`src/logic/mta_pkg.sv`:
```
// Purpose: shared constants for the move-to-accumulator datapath
// Assumes: 12-bit instruction words, 8-bit data
// Notes: opcode patterns match under the masks below; OP_SEL is matched on the whole word
package mta_pkg;
   localparam int DATA_W = 8;
   localparam int INSN_W = 12;
   localparam int SEL_W = 5;
   // opcode match masks and values
   localparam logic [11:0] FR_MASK = 12'h0fe0;
   localparam logic [11:0] LIT_MASK = 12'h0f00;
   localparam logic [11:0] OP_DEC = 12'h00c0;
   localparam logic [11:0] OP_INC = 12'h0280;
   localparam logic [11:0] OP_RL = 12'h0340;
   localparam logic [11:0] OP_RR = 12'h0300;
   localparam logic [11:0] OP_SWAP = 12'h0380;
   localparam logic [11:0] OP_LIT = 12'h0c00;
   localparam logic [11:0] OP_SEL = 12'h0042;
   // reset values and datapath constants
   localparam logic [7:0] ACC_RST = 8'h00;
   localparam logic [7:0] SEL_RST = 8'h00;
   localparam logic [7:0] ZERO_8 = 8'h00;
   localparam logic [7:0] ONE_8 = 8'h01;
   localparam logic [7:0] FF_8 = 8'hff;
   localparam int LAT_CYC = 1;
endpackage : mta_pkg

```
`src/logic/mta_decode.sv`:
```
// Purpose: opcode match for one instruction pattern
// Assumes: pattern bits outside the mask are don't care
// Notes: instantiated once per operation
`timescale 1ns/1ps
`default_nettype none
module mta_decode #(
   parameter logic [11:0] MASK = 12'h0fff,
   parameter logic [11:0] VALUE = 12'h0000
) (
   // instruction
   input wire logic [11:0] insn_in,
   // match
   output logic hit_out
);
   // compare only the fixed opcode bits
   assign hit_out = ((insn_in & MASK) == VALUE);
endmodule : mta_decode
`default_nettype wire

```
`src/logic/mta_core.sv`:
```
// Purpose: datapath for single-operand ops that write the accumulator
// Assumes: file register read is combinational from operand_sel_out
// Notes: one result per issued instruction that matches a pattern, registered next edge
//
// Contract
// - decrement op writes operand minus one
// - decrement sets zero only for 01h source
// - increment op writes operand plus one
// - increment sets zero only for FFh source
// - rotate left through carry, carry only
// - rotate right through carry, carry only
// - nibble swap, no flags changed
// - literal load, no flags changed
// - selector steers later port-control writes
`timescale 1ns/1ps
`default_nettype none
module mta_core (
   // clock and reset
   input wire logic clk_in,
   input wire logic rst_b_in,
   // instruction issue
   input wire logic issue_in,
   input wire logic [11:0] insn_in,
   // file register read port
   output logic [4:0] operand_sel_out,
   input wire logic [7:0] file_register_operand_in,
   // port-control selector load
   input wire logic sel_wr_in,
   input wire logic [7:0] sel_wdata_in,
   // results
   output logic [7:0] acc_out,
   output logic zero_out,
   output logic carry_out,
   output logic done_out,
   output logic [7:0] port_sel_out
);
   // ----------------------------------------------------------
   // decode
   // ----------------------------------------------------------
   logic hit_dec, hit_inc, hit_rl, hit_rr, hit_swap, hit_lit, hit_sel;
   mta_decode #(.MASK(mta_pkg::FR_MASK), .VALUE(mta_pkg::OP_DEC))
      u_dec (.insn_in(insn_in), .hit_out(hit_dec));
   mta_decode #(.MASK(mta_pkg::FR_MASK), .VALUE(mta_pkg::OP_INC))
      u_inc (.insn_in(insn_in), .hit_out(hit_inc));
   mta_decode #(.MASK(mta_pkg::FR_MASK), .VALUE(mta_pkg::OP_RL))
      u_rl (.insn_in(insn_in), .hit_out(hit_rl));
   mta_decode #(.MASK(mta_pkg::FR_MASK), .VALUE(mta_pkg::OP_RR))
      u_rr (.insn_in(insn_in), .hit_out(hit_rr));
   mta_decode #(.MASK(mta_pkg::FR_MASK), .VALUE(mta_pkg::OP_SWAP))
      u_swap (.insn_in(insn_in), .hit_out(hit_swap));
   mta_decode #(.MASK(mta_pkg::LIT_MASK), .VALUE(mta_pkg::OP_LIT))
      u_lit (.insn_in(insn_in), .hit_out(hit_lit));
   mta_decode #(.MASK(12'hfff), .VALUE(mta_pkg::OP_SEL))
      u_sel (.insn_in(insn_in), .hit_out(hit_sel));

   // f field picks the source register
   assign operand_sel_out = insn_in[4:0];

   // ----------------------------------------------------------
   // result selection
   // ----------------------------------------------------------
   logic [7:0] acc_reg, acc_next, sel_reg;
   logic zero_reg, zero_next, carry_reg, carry_next, done_reg;
   wire logic [7:0] opnd = file_register_operand_in;
   wire logic [7:0] dec_val = opnd - mta_pkg::ONE_8;
   wire logic [7:0] inc_val = opnd + mta_pkg::ONE_8;
   wire logic [7:0] rl_val = {opnd[6:0], carry_reg};
   wire logic [7:0] rr_val = {carry_reg, opnd[7:1]};
   wire logic [7:0] swap_val = {opnd[3:0], opnd[7:4]};
   wire logic any_hit = hit_dec | hit_inc | hit_rl | hit_rr | hit_swap
                        | hit_lit | hit_sel;
   wire logic take = issue_in & any_hit;

   // one mux; an unrecognised or idle word keeps state
   always_comb
   begin
      acc_next = acc_reg;
      zero_next = zero_reg;
      carry_next = carry_reg;
      if (issue_in)
      begin
         if (hit_dec)
         begin
            acc_next = dec_val;
            zero_next = (opnd == mta_pkg::ONE_8);
         end
         else if (hit_inc)
         begin
            acc_next = inc_val;
            zero_next = (opnd == mta_pkg::FF_8);
         end
         else if (hit_rl)
         begin
            acc_next = rl_val;
            carry_next = opnd[7];
         end
         else if (hit_rr)
         begin
            acc_next = rr_val;
            carry_next = opnd[0];
         end
         else if (hit_swap)
            acc_next = swap_val;
         else if (hit_lit)
            acc_next = insn_in[7:0];
         else if (hit_sel)
            acc_next = sel_reg;
      end
   end

   // ----------------------------------------------------------
   // state
   // ----------------------------------------------------------
   // result lands on the next edge: single-cycle ops
   always_ff @(posedge clk_in or negedge rst_b_in)
   begin
      if (!rst_b_in)
      begin
         acc_reg <= mta_pkg::ACC_RST;
         zero_reg <= 1'b0;
         carry_reg <= 1'b0;
         done_reg <= 1'b0;
      end
      else
      begin
         acc_reg <= acc_next;
         zero_reg <= zero_next;
         carry_reg <= carry_next;
         done_reg <= take;
      end
   end

   // selector is loaded from outside; copy op never writes it
   always_ff @(posedge clk_in or negedge rst_b_in)
   begin
      if (!rst_b_in)
         sel_reg <= mta_pkg::SEL_RST;
      else if (sel_wr_in)
         sel_reg <= sel_wdata_in;
   end

   assign acc_out = acc_reg;
   assign zero_out = zero_reg;
   assign carry_out = carry_reg;
   assign done_out = done_reg;
   assign port_sel_out = sel_reg;
endmodule : mta_core
`default_nettype wire

```
`config.mk`:
```
export PLATFORM = sky130hd
export DESIGN_NAME = mta_core
export DESIGN_NICKNAME = d
export VERILOG_FILES = /design/src/logic/mta_pkg.sv /design/src/logic/mta_decode.sv /design/src/logic/mta_core.sv
export SDC_FILE = /design/constraint.sdc
export NUM_CORES = 1
export LEC_CHECK = 0
export ABC_AREA = 1
export BUFFER_PORTS_ARGS = -buffer_cell sky130_fd_sc_hd__buf_2
export CORE_MARGIN = 3
export CORE_UTILIZATION = 30
export CTS_CLUSTER_DIAMETER = 100
export CTS_CLUSTER_SIZE = 30
export DETAILED_ROUTE_END_ITERATION = 10
export GPL_ROUTABILITY_DRIVEN = 0
export SYNTH_ARGS = -nofsm -noshare
export SYNTH_HDL_FRONTEND = slang
export SYNTH_SLANG_ARGS = --single-unit
```
`constraint.sdc`:
```
create_clock -name clk_in -period 1.9 [get_ports clk_in]
set_clock_uncertainty 0.05 [all_clocks]
set_input_delay 0.475 -clock clk_in [delete_from_list [all_inputs] [get_ports clk_in]]
set_output_delay 0.475 -clock clk_in [all_outputs]
set_load 0.1 [all_outputs]
```
==> impl_metrics.csv <==
group,metric,value,unit
cts,ctsResizeCount,0,
sta,timing.final.crit_share,0.869,
yosys,synthAdderAreaFrac,0.0210,
critical_path,crit_path_max_incr_delay,0.45,ns
placed_design,place_area,2150,um^2
job,maxCapViolCount,0,
yosys,ys_types,34,
global_route,grt_pass1_wl,8670,um
yosys,postSynthNetCount,303,
yosys,synth_top_cell_area_share,0.266,
yosys,synthCells,268,
critical_path,cp_slowest_cell,"buf_2",
final_layout,antenna_cells,0,
sta,period_needed,1.65,ns
sta,setup_violations,0,
sta,rsz0062_at_grt,"false",
pwr,swShare,0.552,
critical_path,r2r-end,"acc_out[5]",
drt,drc,0,
yosys,synth_area,1790,um^2
critical_path,critical-path-top-delay-family,"buffers and inverters",
drt,drt-initial-drc-count,157,
cts,cts_buffers,3,
cts,clkSlewWorstSetupHoldPaths,0.08,ns
critical_path,rrSetupSlack,0.71,ns
cts,ctsRootBufferMaster,"clkbuf_8",
cts,cts_tree,"done",
final_layout,layout-drive-gt1-share,0.314,
cts,clk_latency,0.27,ns
global_route,grt_usage,0.151,
pwr,p_sw,970,uW
yosys,synth_seq_cells,19,
pwr,ir_worst_vdd,0.000408,V
sta,fmax,0.605,GHz
cts,cts_hold_buf,0,
yosys,synth_compound_area_frac,0.172,
sta,slew_headroom,0.671,
yosys,synth.area.mux_share,0.0314,
final_layout,post-route-util,0.390,
pwr,p_int,787,uW
global_route,gr-total-overflow,0,
worst_hold_path,hp-class,"input pin to asynchronous set/reset pin",
floorplanning,die_y,83.3,um
drt,dr_total_vias,1908,
pwr,p_per_area,799,nW/um^2
yosys,synth_edf_count,0,
global_route,grt_pass1_vias,1861,
floorplanning,ios,56,
critical_path,critPathBufInv,1,
sta,timing_hold_violations_final,0,
placed_design,io_buffers,55,
cts,cts_setup_buffers,0,
yosys,synth_top_area_cell,"dfrtp_1",
floorplanning,die_w,83.3,um
yosys,ys_top_cells_by_area,"dfrtp_1, nand2_1, o21ai_0, nor2_1, inv_1",
pwr,power.leakage,0.00119,uW
yosys,synth_top_family_by_area,"simple AND/OR/NAND/NOR gates",
final_layout,finalNetCount,358,
critical_path,path_max_fanout,2,
yosys,avgSynthCellArea,6.68,um^2
yosys,synth_most_common_cell,"nand2_1",
critical_path,end_kind,"output pin",
global_route,antenna_found_initial,0,
yosys,synth_common_cells,"nand2_1, o21ai_0, nor2_1",
global_route,grt_max_degree,20,
sta,tightest_slew,0.497,ns
cts,clock_path_buffers,2,
yosys,synth_ff_type,"dfrtp_1",
pwr,p_comb_frac,0.537,
yosys,async_reset_ff_frac,1.00,
placed_design,dp_hpwl,4150,um
critical_path,path_class,"register to output pin",
sta,slew_violations,0,
drt,antenna_left,0,
cts,cts-htree-levels,1,
yosys,synth-xor-area-share,0.0245,
cts,clkSinkCount,19,
critical_path,worst_setup_path_start_kind,"register",
floorplanning,dieArea,6930,um^2
pwr,p_clk_frac,0.169,
floorplanning,start_util,0.317,
final_layout,synthToLayoutAreaGrowth,22.8,%
floorplanning,std_cell_rows,27,
yosys,yosysWarnings,0,
drt,first_pass_iters,4,
drt,routed_wl,5180,um
drt,wl_per_cell,13.1,um
critical_path,crit_path_cell_trace,"buf_2",
status,status,"finished clean",
critical_path,worstPathRequired,1.37,ns
floorplanning,core,5640,um^2
pwr,p_seq_frac,0.294,
drt,viasPerCell,4.84,
final_layout,final_area,2200,um^2
critical_path,ff2ff_path_depth,8,
critical_path,critPathArrivalTime,1.13,ns
yosys,ys_seq_area_frac,0.266,
critical_path,r2r-start,"port_sel_out[5]",
yosys,yosys.area_share.simple,0.370,
sta,hold-worst-slack,0.101,ns
-- layout by cell type, fill, tap and decap left out, drive strengths merged --
cell    instances
nor2           42
a211oi          1
ha              3
mux2            5
xor2            3
a21oi          16
dfrtp          19
buf            63
xnor2           2
a31oi           1
nand4           2
inv            29
o21ai          39
nor4            1
clkinv          1
nor3            7
clkbuf          4
nand3          14
o211ai          1
nand2          69
-- area by class of cell --
| class | count | area [um^2] |
|---|---|---|
| timing repair buffer | 63 | 360 |
| tap | 72 | 90.1 |
| inverter | 30 | 119 |
| clock buffer | 4 | 45.0 |
| multi-input combinational | 206 | 1110 |
| sequential | 19 | 475 |
| fill | 608 | 3440 |
-- state kept, by name, indices dropped and copies added, names as in the netlist --
name          flops
acc_out           8
carry_out         1
done_out          1
port_sel_out      8
zero_out          1
-- per-stage QoR --
step | total power (uW) | setup slack [ns] | setup TNS (ns) | std cells
floorplan | 1270 | 0.251 | 0 | 268
global placement | 1470 | 0.0172 | 0 | 390
detailed placement | 1470 | -0.00281 | -0.00281 | 390
CTS | 1760 | 0.268 | 0 | 394
global route | 1830 | 0.120 | 0 | 394
finish | 1760 | 0.248 | 0 | 394
-- metal layers --
metal	track usage	wire length [um]
met1	0.196	2270
met2	0.253	2460
met3	0.0188	360
met4	0.0579	92
met5	0	0
-- worst max path at each step --
stage | end | slack (ns) | startpoint | cells past startpoint
floorplan | acc_out[1] | 0.25 | port_sel_out[1] | 6
global placement | acc_out[0] | 0.02 | insn_in[11] | 12
detailed placement | acc_out[1] | -0.003 | insn_in[5] | 12
global route | acc_out[2] | 0.12 | insn_in[5] | 12
CTS | acc_out[1] | 0.27 | insn_in[5] | 12
finish | acc_out[3] | 0.25 | acc_out[3] | 1
-- cell families (layout without fill, tap and decap cells) --
logic type               Yosys count  after routing
AO/OA/AOI/OAI                     58             58
XOR/XNOR                           5              5
adder cells (fa/ha/maj)            3              3
buffers and inverters             43             97
flip-flops                        19             19
multiplexers                       5              5
AND/OR/NAND/NOR                  135            135
-- power by group through the flow --
stage / combinational [uW] / clock [uW] / sequential, uW
final: 943 / 297 / 516
after floorplan: 236 / 0 / 1040
after global placement: 946 / 0 / 522
after CTS: 950 / 298 / 517
after global routing: 995 / 311 / 528
after detailed placement: 949 / 0 / 524
(Power assumes the default switching activity.)
